File: src/design/abpc_consts.svh
// constants of the adapter bulk property command block
//
// Notes on behaviour
// - batched update result is 0x0000, 0x0011 or 0xFFFF; others are undefined.
// - length field counts payload bytes only, no header or check byte.
// - adapter answers a notification and broadcasts the flagged property codes.
// - get-service and set-service notifications overwrite the adapter's stored values.
// - notification response uses 0xA2, echoes sequence, length 0x0002, two-byte result.
// - result 0x0000 ok, 0x0011 network down, 0x0012 rejected, 0xFFFF other.
// - forbidden mode answers 0x0101, 0x0103, 0x0104 or 0x0105 by adapter state.
// - adapter decodes object access read or write and answers with matching response.
// - command error reply to batched update makes adapter fall back to single requests.
// - bad check, unknown command, undefined result or malformed frame gets error frame.
`ifndef ABPC_CONSTS_SVH
`define ABPC_CONSTS_SVH

// ==========================================================
// frame layout
`define ABPC_STX          8'h02
`define ABPC_FT_CMD       16'h0003
`define ABPC_FT_ERR       16'h00FF
`define ABPC_HDR_LEN      17'h00006
`define ABPC_PAY_MAX      16'h0040
`define ABPC_OBJ_HDR      7'h04
`define ABPC_NTF_HDR      7'h05
`define ABPC_RES_LEN      16'h0002

// ==========================================================
// command and error numbers
`define ABPC_CN_BATCH_RSP 8'hA1
`define ABPC_CN_NTF_REQ   8'h22
`define ABPC_CN_NTF_RSP   8'hA2
`define ABPC_CN_OBJ_REQ   8'h23
`define ABPC_CN_OBJ_RSP   8'hA3
`define ABPC_ERR_FCC      8'h00
`define ABPC_ERR_CMD      8'h01
`define ABPC_ERR_RESULT   8'h02
`define ABPC_ERR_FRAME    8'h03
`define ABPC_TYPE_WR      8'h01
`define ABPC_NTF_TYPE_MAX 8'h03

// ==========================================================
// result codes
`define ABPC_RES_OK       16'h0000
`define ABPC_RES_ABSENT   16'h0011
`define ABPC_RES_NET_DOWN 16'h0011
`define ABPC_RES_REJECT   16'h0012
`define ABPC_RES_OTHER    16'hFFFF
`define ABPC_RES_UNCONF   16'h0101
`define ABPC_RES_STANDBY  16'h0103
`define ABPC_RES_CONSTR   16'h0104
`define ABPC_RES_ERRSTOP  16'h0105

// ==========================================================
// adapter modes held in the control register
`define ABPC_MODE_OPER    3'h0
`define ABPC_MODE_UNCONF  3'h1
`define ABPC_MODE_STANDBY 3'h3
`define ABPC_MODE_CONSTR  3'h4
`define ABPC_MODE_ERRSTOP 3'h5

// ==========================================================
// register map and fields
`define ABPC_OFS_CTRL     8'h00
`define ABPC_OFS_STATUS   8'h04
`define ABPC_OFS_CLEAR    8'h08
`define ABPC_OFS_ENABLE   8'h0C
`define ABPC_OFS_RESULT   8'h10
`define ABPC_OFS_STORE    8'h14
`define ABPC_CTRL_RESET   5'h00
`define ABPC_CTRL_NET     3
`define ABPC_CTRL_REJ     4
`define ABPC_EV_NTF       0
`define ABPC_EV_OBJ       1
`define ABPC_EV_ERR       2
`define ABPC_EV_FALLBACK  3
`define ABPC_EV_BATCH     4

`endif

File: src/design/abpc_pkg.sv
// types of the adapter bulk property command block
package abpc_pkg;

	typedef enum logic [6:0] {
		ST_IDLE  = 7'h01,
		ST_RX    = 7'h02,
		ST_DRAIN = 7'h04,
		ST_EXEC  = 7'h08,
		ST_SCAN  = 7'h10,
		ST_ANN   = 7'h20,
		ST_TX    = 7'h40
	} abpc_state_type;

	typedef struct packed {
		logic       last;
		logic [7:0] data;
	} abpc_byte_type;

	typedef struct packed {
		abpc_state_type   st;
		logic [16:0]      idx;
		logic [15:0]      ft;
		logic [7:0]       cn;
		logic [7:0]       fn;
		logic [15:0]      dl;
		logic [7:0]       fcc;
		logic             fcc_bad;
		logic             bad;
		logic [63:0][7:0] pay;
		logic [63:0][7:0] store;
		logic [6:0]       store_len;
		logic [6:0]       k;
		logic [6:0]       ann_idx;
		logic [6:0]       ann_end;
		logic             ann_valid;
		logic [7:0]       ann_code;
		logic [15:0]      tx_ft;
		logic [7:0]       tx_cn;
		logic [15:0]      tx_dl;
		logic [15:0]      tx_res;
		logic [7:0]       tx_idx;
		logic [7:0]       tx_byte;
		logic [7:0]       tx_fcc;
		logic             tx_valid;
		logic             fallback;
		logic [4:0]       ctrl;
		logic [4:0]       ien;
		logic [4:0]       sts;
		logic [7:0]       last_cn;
		logic [15:0]      last_res;
		logic [31:0]      rdata;
	} abpc_regs_type;

endpackage : abpc_pkg

File: src/design/abpc_core.sv
// adapter side command handler for bulk property frames
//
// Local design decisions: the address-and-strobe port and the placing of the registers.
`timescale 1ns/1ns
`include "abpc_consts.svh"

module abpc_core (
	// clock and reset
	input  wire logic                   i_clk_sys,
	input  wire logic                   i_reset_n,
	// received byte stream from the serial link
	input  wire logic                   i_rx_valid,
	input  wire abpc_pkg::abpc_byte_type i_rx,
	// transmitted byte stream to the serial link
	output logic                        o_tx_valid,
	output logic [7:0]                  o_tx_data,
	input  wire logic                   i_tx_ready,
	// property codes to announce on the network
	output logic                        o_ann_valid,
	output logic [7:0]                  o_ann_code,
	input  wire logic                   i_ann_ready,
	// batched update request tracking
	input  wire logic                   i_batch_pending,
	output logic                        o_fallback,
	// register port
	input  wire logic [7:0]             i_addr,
	input  wire logic [31:0]            i_wdata,
	input  wire logic                   i_wr,
	input  wire logic                   i_rd,
	output logic [31:0]                 o_rdata,
	// interrupt
	output logic                        o_irq
);

	abpc_pkg::abpc_regs_type r;
	abpc_pkg::abpc_regs_type n;

	// ==========================================================
	// combinational locals
	logic [4:0]  ev;
	logic        go_tx;
	logic        do_err;
	logic [7:0]  err_code;
	logic [7:0]  t_cn;
	logic [15:0] t_res;
	logic [6:0]  t_x;
	logic        do_copy;
	logic [6:0]  vlen;
	logic [16:0] pos;
	logic        is_chk;
	logic [15:0] mode_res;
	logic [15:0] res;
	logic [7:0]  ni;
	logic [7:0]  nf;
	logic [7:0]  nb;
	logic [7:0]  tp;
	logic [7:0]  scan_byte;

	// ==========================================================
	// outputs
	assign o_tx_valid  = r.tx_valid;
	assign o_tx_data   = r.tx_byte;
	assign o_ann_valid = r.ann_valid;
	assign o_ann_code  = r.ann_code;
	assign o_fallback  = r.fallback;
	assign o_rdata     = r.rdata;
	assign o_irq       = |(r.sts & r.ien);

	// ==========================================================
	// next state
	always_comb begin
		n         = r;
		ev        = '0;
		go_tx     = 1'b0;
		do_err    = 1'b0;
		err_code  = `ABPC_ERR_FRAME;
		t_cn      = '0;
		t_res     = `ABPC_RES_OK;
		t_x       = '0;
		do_copy   = 1'b0;
		vlen      = '0;
		res       = `ABPC_RES_OK;
		pos       = r.idx - `ABPC_HDR_LEN;
		is_chk    = (r.idx >= `ABPC_HDR_LEN) &&
		            (r.idx == {1'b0, r.dl} + `ABPC_HDR_LEN);
		tp        = r.pay[0];
		scan_byte = r.pay[6'(r.dl[6:0] - 7'h01 - r.k)];
		ni        = r.tx_idx + 8'h01;
		nf        = r.tx_fcc;
		nb        = '0;
		n.fallback = 1'b0;
		n.rdata    = '0;
		// states that forbid service answer with a code of their own
		unique case (r.ctrl[2:0])
			`ABPC_MODE_OPER:    mode_res = `ABPC_RES_OK;
			`ABPC_MODE_UNCONF:  mode_res = `ABPC_RES_UNCONF;
			`ABPC_MODE_STANDBY: mode_res = `ABPC_RES_STANDBY;
			`ABPC_MODE_CONSTR:  mode_res = `ABPC_RES_CONSTR;
			`ABPC_MODE_ERRSTOP: mode_res = `ABPC_RES_ERRSTOP;
			default:            mode_res = `ABPC_RES_OTHER;
		endcase

		unique case (r.st)
			abpc_pkg::ST_IDLE: begin
				if (i_rx_valid && !i_rx.last && i_rx.data == `ABPC_STX) begin
					n.st      = abpc_pkg::ST_RX;
					n.idx     = '0;
					n.fcc     = '0;
					n.fcc_bad = 1'b0;
					n.bad     = 1'b0;
					n.dl      = '0;
				end
			end
			abpc_pkg::ST_RX: begin
				if (i_rx_valid) begin
					n.idx = r.idx + 17'h00001;
					if (is_chk) begin
						n.fcc_bad = (r.fcc != i_rx.data);
						// check byte must close the frame
						n.bad = !i_rx.last;
						n.st  = i_rx.last ? abpc_pkg::ST_EXEC :
						                    abpc_pkg::ST_DRAIN;
					end else begin
						n.fcc = r.fcc ^ i_rx.data;
						unique case (r.idx)
							17'h00000: n.ft[15:8] = i_rx.data;
							17'h00001: n.ft[7:0]  = i_rx.data;
							17'h00002: n.cn       = i_rx.data;
							17'h00003: n.fn       = i_rx.data;
							17'h00004: n.dl[15:8] = i_rx.data;
							17'h00005: n.dl[7:0]  = i_rx.data;
							default: ;
						endcase
						if (r.idx >= `ABPC_HDR_LEN && pos < 17'h00040)
							n.pay[pos[5:0]] = i_rx.data;
						// frame ended short of its length field
						if (i_rx.last) begin
							n.bad = 1'b1;
							n.st  = abpc_pkg::ST_EXEC;
						end
					end
				end
			end
			abpc_pkg::ST_DRAIN: begin
				if (i_rx_valid && i_rx.last)
					n.st = abpc_pkg::ST_EXEC;
			end
			abpc_pkg::ST_EXEC: begin
				n.st      = abpc_pkg::ST_IDLE;
				n.last_cn = r.cn;
				if (r.bad || r.dl > `ABPC_PAY_MAX) begin
					do_err = 1'b1;
				end else if (r.fcc_bad) begin
					do_err   = 1'b1;
					err_code = `ABPC_ERR_FCC;
				end else if (r.ft == `ABPC_FT_ERR) begin
					if (r.cn == `ABPC_ERR_CMD && i_batch_pending) begin
						n.fallback               = 1'b1;
						ev[`ABPC_EV_FALLBACK]    = 1'b1;
					end
				end else if (r.ft != `ABPC_FT_CMD) begin
					do_err = 1'b1;
				end else begin
					case (r.cn)
						`ABPC_CN_BATCH_RSP: begin
							res = {r.pay[0], r.pay[1]};
							if (r.dl < `ABPC_RES_LEN) begin
								do_err = 1'b1;
							end else if (res == `ABPC_RES_OK ||
							             res == `ABPC_RES_ABSENT ||
							             res == `ABPC_RES_OTHER) begin
								n.last_res           = res;
								ev[`ABPC_EV_BATCH]   = 1'b1;
							end else begin
								do_err   = 1'b1;
								err_code = `ABPC_ERR_RESULT;
							end
						end
						`ABPC_CN_NTF_REQ: begin
							if (r.dl[6:0] < `ABPC_NTF_HDR) begin
								do_err = 1'b1;
							end else begin
								if (mode_res != `ABPC_RES_OK)
									res = mode_res;
								else if (tp > `ABPC_NTF_TYPE_MAX)
									res = `ABPC_RES_OTHER;
								else if (!r.ctrl[`ABPC_CTRL_NET])
									res = `ABPC_RES_NET_DOWN;
								else if (r.ctrl[`ABPC_CTRL_REJ])
									res = `ABPC_RES_REJECT;
								n.last_res = res;
								if (res == `ABPC_RES_OK) begin
									n.st = abpc_pkg::ST_SCAN;
									n.k  = '0;
								end else begin
									go_tx = 1'b1;
									t_cn  = `ABPC_CN_NTF_RSP;
									t_res = res;
								end
							end
						end
						`ABPC_CN_OBJ_REQ: begin
							if (r.dl[6:0] < `ABPC_OBJ_HDR) begin
								do_err = 1'b1;
							end else begin
								if (mode_res != `ABPC_RES_OK)
									res = mode_res;
								else if (tp > `ABPC_TYPE_WR)
									res = `ABPC_RES_OTHER;
								n.last_res       = res;
								ev[`ABPC_EV_OBJ] = 1'b1;
								go_tx            = 1'b1;
								t_cn             = `ABPC_CN_OBJ_RSP;
								t_res            = res;
								if (res == `ABPC_RES_OK && tp == `ABPC_TYPE_WR) begin
									do_copy = 1'b1;
									vlen    = r.dl[6:0] - `ABPC_OBJ_HDR;
								end else if (res == `ABPC_RES_OK) begin
									t_x = r.store_len;
								end
							end
						end
						default: begin
							do_err   = 1'b1;
							err_code = `ABPC_ERR_CMD;
						end
					endcase
				end
			end
			abpc_pkg::ST_SCAN: begin
				// smallest count that matches its own code list wins
				if (r.k + `ABPC_NTF_HDR > r.dl[6:0]) begin
					n.st   = abpc_pkg::ST_IDLE;
					do_err = 1'b1;
				end else if (scan_byte == {1'b0, r.k}) begin
					ev[`ABPC_EV_NTF] = 1'b1;
					vlen      = r.dl[6:0] - r.k - `ABPC_NTF_HDR;
					do_copy   = (tp <= `ABPC_TYPE_WR);
					n.ann_idx = r.dl[6:0] - r.k;
					n.ann_end = r.dl[6:0];
					if (r.k == '0) begin
						n.st  = abpc_pkg::ST_IDLE;
						go_tx = 1'b1;
						t_cn  = `ABPC_CN_NTF_RSP;
					end else begin
						n.st        = abpc_pkg::ST_ANN;
						n.ann_valid = 1'b1;
						n.ann_code  = r.pay[6'(r.dl[6:0] - r.k)];
					end
				end else begin
					n.k = r.k + 7'h01;
				end
			end
			abpc_pkg::ST_ANN: begin
				if (i_ann_ready) begin
					n.ann_idx  = r.ann_idx + 7'h01;
					n.ann_code = r.pay[6'(r.ann_idx + 7'h01)];
					if (r.ann_idx + 7'h01 == r.ann_end) begin
						n.ann_valid = 1'b0;
						n.st        = abpc_pkg::ST_IDLE;
						go_tx       = 1'b1;
						t_cn        = `ABPC_CN_NTF_RSP;
					end
				end
			end
			abpc_pkg::ST_TX: begin
				if (i_tx_ready) begin
					if (r.tx_idx != 8'h00)
						nf = r.tx_fcc ^ r.tx_byte;
					unique case (ni)
						8'h01: nb = r.tx_ft[15:8];
						8'h02: nb = r.tx_ft[7:0];
						8'h03: nb = r.tx_cn;
						8'h04: nb = r.fn;
						8'h05: nb = r.tx_dl[15:8];
						8'h06: nb = r.tx_dl[7:0];
						8'h07: nb = (r.tx_dl == '0) ? nf : r.tx_res[15:8];
						8'h08: nb = r.tx_res[7:0];
						default: nb = (ni == r.tx_dl[7:0] + 8'h07) ? nf :
						              r.store[6'(ni - 8'h09)];
					endcase
					n.tx_fcc  = nf;
					n.tx_idx  = ni;
					n.tx_byte = nb;
					// the check byte has just been taken
					if (r.tx_idx == r.tx_dl[7:0] + 8'h07) begin
						n.tx_valid = 1'b0;
						n.st       = abpc_pkg::ST_IDLE;
					end
				end
			end
			default: n.st = abpc_pkg::ST_IDLE;
		endcase

		// ======================================================
		// value store overwrite
		if (do_copy) begin
			n.store_len = vlen;
			for (int j = 0; j < 64; j++) begin
				if (7'(j) < vlen)
					n.store[j] = r.pay[6'(j + 4)];
			end
		end

		// ======================================================
		// frame launch: response or error frame
		if (do_err) begin
			ev[`ABPC_EV_ERR] = 1'b1;
			n.tx_ft  = `ABPC_FT_ERR;
			n.tx_cn  = err_code;
			n.tx_dl  = '0;
		end else if (go_tx) begin
			n.tx_ft  = `ABPC_FT_CMD;
			n.tx_cn  = t_cn;
			n.tx_res = t_res;
			n.tx_dl  = `ABPC_RES_LEN + {9'h000, t_x};
		end
		if (do_err || go_tx) begin
			n.st       = abpc_pkg::ST_TX;
			n.tx_idx   = '0;
			n.tx_fcc   = '0;
			n.tx_byte  = `ABPC_STX;
			n.tx_valid = 1'b1;
		end

		// ======================================================
		// register port; a new event wins over a clear
		if (i_wr) begin
			unique case (i_addr)
				`ABPC_OFS_CTRL:   n.ctrl = i_wdata[4:0];
				`ABPC_OFS_ENABLE: n.ien  = i_wdata[4:0];
				default: ;
			endcase
		end
		n.sts = r.sts;
		if (i_wr && i_addr == `ABPC_OFS_CLEAR)
			n.sts = r.sts & ~i_wdata[4:0];
		n.sts = n.sts | ev;
		if (i_rd) begin
			unique case (i_addr)
				`ABPC_OFS_CTRL:   n.rdata = {27'h0000000, r.ctrl};
				`ABPC_OFS_STATUS: n.rdata = {27'h0000000, r.sts};
				`ABPC_OFS_ENABLE: n.rdata = {27'h0000000, r.ien};
				`ABPC_OFS_RESULT: n.rdata = {8'h00, r.last_cn, r.last_res};
				`ABPC_OFS_STORE:  n.rdata = {25'h0000000, r.store_len};
				default:          n.rdata = '0;
			endcase
		end
	end

	// ==========================================================
	// state register
	always_ff @(posedge i_clk_sys or negedge i_reset_n) begin
		if (!i_reset_n) begin
			r      <= '0;
			r.st   <= abpc_pkg::ST_IDLE;
			r.ctrl <= `ABPC_CTRL_RESET;
		end else begin
			r <= n;
		end
	end

endmodule : abpc_core

File: config.mk
export PLATFORM = sky130hd
export DESIGN_NAME = abpc_core
export DESIGN_NICKNAME = d
export VERILOG_FILES = /design/src/design/abpc_pkg.sv /design/src/design/abpc_core.sv
export VERILOG_INCLUDE_DIRS = /design/src /design/src/design
export SDC_FILE = /design/constraint.sdc
export NUM_CORES = 2
export LEC_CHECK = 0
export BUFFER_PORTS_ARGS = -buffer_cell sky130_fd_sc_hd__buf_2
export CORE_ASPECT_RATIO = 0.9
export CORE_MARGIN = 8
export CORE_UTILIZATION = 30
export CTS_CLUSTER_SIZE = 14
export DETAILED_ROUTE_END_ITERATION = 10
export PLACE_DENSITY = 0.43
export SLEW_MARGIN = 30
export SYNTH_ARGS = -nofsm -noshare
export SYNTH_HDL_FRONTEND = slang
export SYNTH_SLANG_ARGS = --single-unit
export TNS_END_PERCENT = 1
File: constraint.sdc
create_clock -name i_clk_sys -period 8.07 [get_ports i_clk_sys]
set_input_delay 0.807 -clock i_clk_sys [delete_from_list [all_inputs] [get_ports i_clk_sys]]
set_output_delay 0.807 -clock i_clk_sys [all_outputs]
set_load 0.005 [all_outputs]
# Word-level counts from Yosys, hierarchy flattened
# Index checks and enable logic that the tools add are counted.
# W data, S select, Z words.
# word_totals
out_inout_bits	52
inputBits	57
regBits	1040
wordCells	583
# classes
n_reduce_logical	89
addsub	15
n_mux	212
n_eq_ne	78
bitwise_logic	13
n_lt_le_gt_ge	48
# op_table
cell	n
$mux W512	2
$mux W594	1
$bwmux W512	1
$mux W16	30
$mux W7	37
$mux W8	26
$bmux W8 S6	4
$pmux W24 S5	1
$mux W56	2
$lt A5 B7 Y1 const A	12
$pmux W16 S5	1
$mux W25	3
$reduce_and A2 Y1	36
$logic_not A16 Y1	4
$pmux W8 S8	1
$mux W1	57
$lt A4 B7 Y1 const A	8
$pmux W26 S2	1
$mux W5	10
$pmux W7 S7	1
$demux W8 S6	1
$mux W24	2
$pmux W16 S3	1
$pmux W7 S2	3
other kinds (101)	210

# Longest topological paths before layout
# depth
depth_word	24
ltp_mapped	22
ltp_nobuf	17

# Worst setup path before layout
# Ideal clock, no wire load.
# synth_path
path_type	register to register
start	register r[1225] (netlist bit)
end	register r[670] (netlist bit)
stages_incl_launch_ff	19
path_buffers	5
path_slack_ns	2.392
setup_time_ns	0.125
t_required_ns	7.945
period_less_slack_ns	5.678
arrival_time_ns	5.554
path_cell_list	dfrtp_1 -> clkbuf_1 -> inv_1 -> fa_1 -> xnor2_4 -> buf_4 -> mux4_2 -> mux4_2 -> a32oi_1 -> nand2_1 -> xnor2_1 -> or4_1 -> buf_2 -> buf_6 -> o41a_1 -> nand2b_1 -> buf_2 -> a21oi_2 -> mux2_2
# synth_between
elab_chain_len	11
elab_cells_between_ends	33
classes_between	add/sub (5); order compare (4); eq/ne (1); mux (21); reduce/logical (2)
# synth_rtl
element	line_no	text
start: declaration	abpc_core.sv:35	abpc_pkg::abpc_regs_type r;
start signal: assignment	abpc_core.sv:359	r <= n;
branches (longest 10 deep; another with $lt A6 B7 Y1)	n/a	
$reduce_and A2 Y1 (no line) (*)	n/a	
# Every way passes the cells marked *. The select of a mux whose other input is x is not followed.
# A chain may end at the register's enable or synchronous reset.

# Worst setup path in the final report
# layout_path
start	register r[176] (netlist bit)
end	register r[353] (netlist bit)
# layout_between
elab_chain_len	9
elab_cells_between_ends	16
classes_between	add/sub (4); order compare (2); eq/ne (1); mux (8); reduce/logical (1)
# layout_rtl
element	line_no	text
$sub A6 B6 Y6	abpc_core.sv:87	scan_byte = r.pay[6'(r.dl[6:0] - 7'h01 - r.k)];
$bmux W8 S6	abpc_core.sv:87	
$mux W8 (not written as such)	abpc_core.sv:87	
$eq A8 B7 Y1	abpc_core.sv:235	end else if (scan_byte == {1'b0, r.k}) begin
$mux W7	abpc_core.sv:235	
$mux W7	abpc_core.sv:232	if (r.k + `ABPC_NTF_HDR > r.dl[6:0]) begin
$pmux W7 S2	abpc_core.sv:103	unique case (r.st)
$lt A5 B7 Y1	abpc_core.sv:300	if (7'(j) < vlen)
$reduce_and A2 Y1 (no line) (*)	n/a	
# Mark *: on every way between the ends. The rest lies on a longest branch, timed or not. The select of a mux whose other input is x is not followed.

==> metrics.csv <==
metric,value,unit
"IR drop worst, VDD",0.201,mV
Fin. Hold Viols,0,
crit end category,register,
async set-reset flop share out of synthesis,100,%
critical path startpoint category,register,
"Max FO, Critical Path",41,
Bufs on Longest Clock Path,3,
"top cells by count, synth","dfrtp_1, mux2_2, mux4_2, nand2_1, clkbuf_1",
actual slew at the worst max-slew pin,1.08,ns
WP buf/inv,3,
antenna violations before repair,13,
vias per cell,5.71,
setup TNS,0,ns
Clock Sinks,995,
syn avg cell area,13.3,um^2
Syn Std Cell Area,57500,um^2
Skew-Pair Late Insertion Delay,0.78,ns
period utilization,92.9,%
final WL,218000,um
RSZ-0062 raised after global routing,false,
"Cell Area, Placed",61200,um^2
DRC errors left,0,
die extent in y,431,um
Min-Delay Path Class,in -> async,
Avg WL per Cell,31.4,um
CP Cell Sequence,inv_1 -> ha_4 -> inv_1 -> fa_4 -> xnor2_4 -> buf_12 -> mux4_2 -> mux2i_1 -> mux2i_1 -> xnor2_1 -> o221a_1 -> o2111ai_1 -> or4_1 -> o41a_1 -> a211oi_2 -> a21o_1 -> mux2_2,
cell leakage power,28.6,nW
placed instance count,6745,
Synth top area share,43.2,%
global-route wire length before repair,313000,um
PwrDens,194,nW/um^2
I/O Pins,109,
die area,206000,um^2
Required @ worst endpoint,8.72,ns
max-cap viol count,0,
fin crit period,7.50,ns
largest net degree at the start of global routing,142,
Vias,39700,
final instance area,65400,um^2
"Seq/Total Area, Yosys",43.3,%
Worst path slowest cell,or4_1,
starting density of the core,30.2,%
Clock Skew,0.0313,ns
Rel. slew slack,28.0,%
status,completed,
CP max stage delay,0.90,ns
CTS Buf Count,116,
Setup Buffers After CTS,0,
Core Rows,152,
synth top area cells,"dfrtp_1, mux4_2, mux2_2, nand2_1, clkbuf_1",
vias in the first global route,39200,
pre-CTS WS,0.761,ns
starting DRC count in detailed routing,3720,
nets,4420,
Post-CTS Resized,0,
Crit Path Category,reg -> reg,
Mapped Cells,4329,
Overall Global Routing Usage,20.7,%
number of synthesized register bits,995,
"Reg clk slew, reported paths",0.06,ns
aggregate global routing overflow,0,
CTS Hold Buffers Added,0,
Routability Congestion,0.878,
crit path DAT,8.15,ns
Synth cell types,94,
Fmax,0.133,GHz
"antenna viol nets, final",0,
Area Growth Syn to Fin,13.7,%
final slew viol count,0,
H-tree levels,3,
"Setup violations, final",0,
Die X,478,um
CTS tree,yes,
Synth Warn #,0,
"EDFF count, synth",0,
"delay-heaviest family, CP",compound AO/OA/AOI/OAI gates,
layout cell share with drive strength beyond 1,42.0,%
DP HPWL,150000,um
cell with the most instances after synthesis,dfrtp_1,
root buffer cell,clkbuf_16,
most area-hungry cell type in the Yosys netlist,dfrtp_1,
Initial DRT Pass Iterations,7,
ys flop type,dfrtp_1,
"Cell Count, Final, Fillers Out",6965,
port bufs,73,
core area,191000,um^2
min setup slack post-route,0.572,ns
sequential cells by signal (all words and copies together) (netlist names):
signal / flops
o_ann_valid: 1
tp: 8
o_tx_data: 8
r: 944
o_ann_code: 8
o_fallback: 1
o_tx_valid: 1
o_rdata: 24
path summary, 6_finish.rpt:
path / start / to / slack [ns] / cells after the start
worst max-delay path: r[176] / r[353] / 0.57 / 17
worst min-delay path: i_reset_n / r[1287] / 0.07 / 1
worst max register to register: r[176] / r[353] / 0.57 / 17
worst min register to register: r[251] / r[251] / 0.47 / 2
max in group asynchronous: i_reset_n / r[308] / 6.01 / 3
min in group i_clk_sys: i_rx[8] / r[1291] / 0.30 / 2
cells by family (layout without fill, tap and decap cells):
logic type / after synthesis / count (layout) / synth area share (%)
DFF: 995 / 995 / 43.3
buffers and inverters: 414 / 501 / 3.17
AOI/OAI and AO/OA: 450 / 450 / 5.34
xor gates and xnor gates: 142 / 142 / 2.21
adders and majority gates: 40 / 40 / 0.896
other: 1 / 9 / 0.00652
and+or+nand+nor: 881 / 881 / 7.20
muxes: 1406 / 1406 / 37.9
report_power, final:
| part | internal [mW] | leakage [nW] | total (mW) | switching [mW] |
|---|---|---|---|---|
| clock | 3.55 | 2.07 | 5.86 | 2.31 |
| combinational | 0.610 | 12.7 | 1.75 | 1.14 |
| sequential | 5.05 | 13.8 | 5.11 | 0.0606 |
cells in the final DEF (no fill, tap or decap), types with 36 or more instances in the layout:
cell type	netlist	final
xor2_1	57	49
mux2_2	813	813
xnor2_1	83	77
a21oi_1	93	93
nand4_1	36	36
nor3_1	38	36
nor2_1	219	211
inv_1	48	48
clkbuf_16	0	120
buf_4	53	148
nand2_1	313	312
dfrtp_1	994	991
ha_1	38	36
mux4_2	535	535
buf_2	33	68
nand3_1	79	78
mux2i_1	52	52
o21ai_0	126	126
metrics by stage:
step / power [mW] / hold slack (ns) / util (%)
after global routing: 13.2 / 0.122 / 34.3
final: 12.7 / 0.0689 / 34.3
after floorplan: 6.26 / 0.434 / -
after global placement: 6.96 / 0.452 / 32.1
after CTS: 12.9 / 0.106 / 34.3
after detailed placement: 6.97 / 0.456 / 32.1
metal layers:
metal  GRT usage, %  vias to the layer above  wire, um  part of all wire [%]
li1               -                    16500         -                     -
met1           30.3                    21500    101000                    46
met2           30.3                     1521     93600                    43
met3           5.20                      287     16800                   7.7
met4           6.05                        2      7230                   3.3
met5              0                        -        13                0.0060
final cells by class:
class,count,area (um^2)
sequential,995,24900
inverter,49,184
tap,2541,3180
antenna,1,2.50
clock inverter,54,817
timing repair buffer,234,1790
fill,18800,125000
multi-input combinational,2927,31100
clock buffer,164,3390
Power figures use the tool's default switching activity.
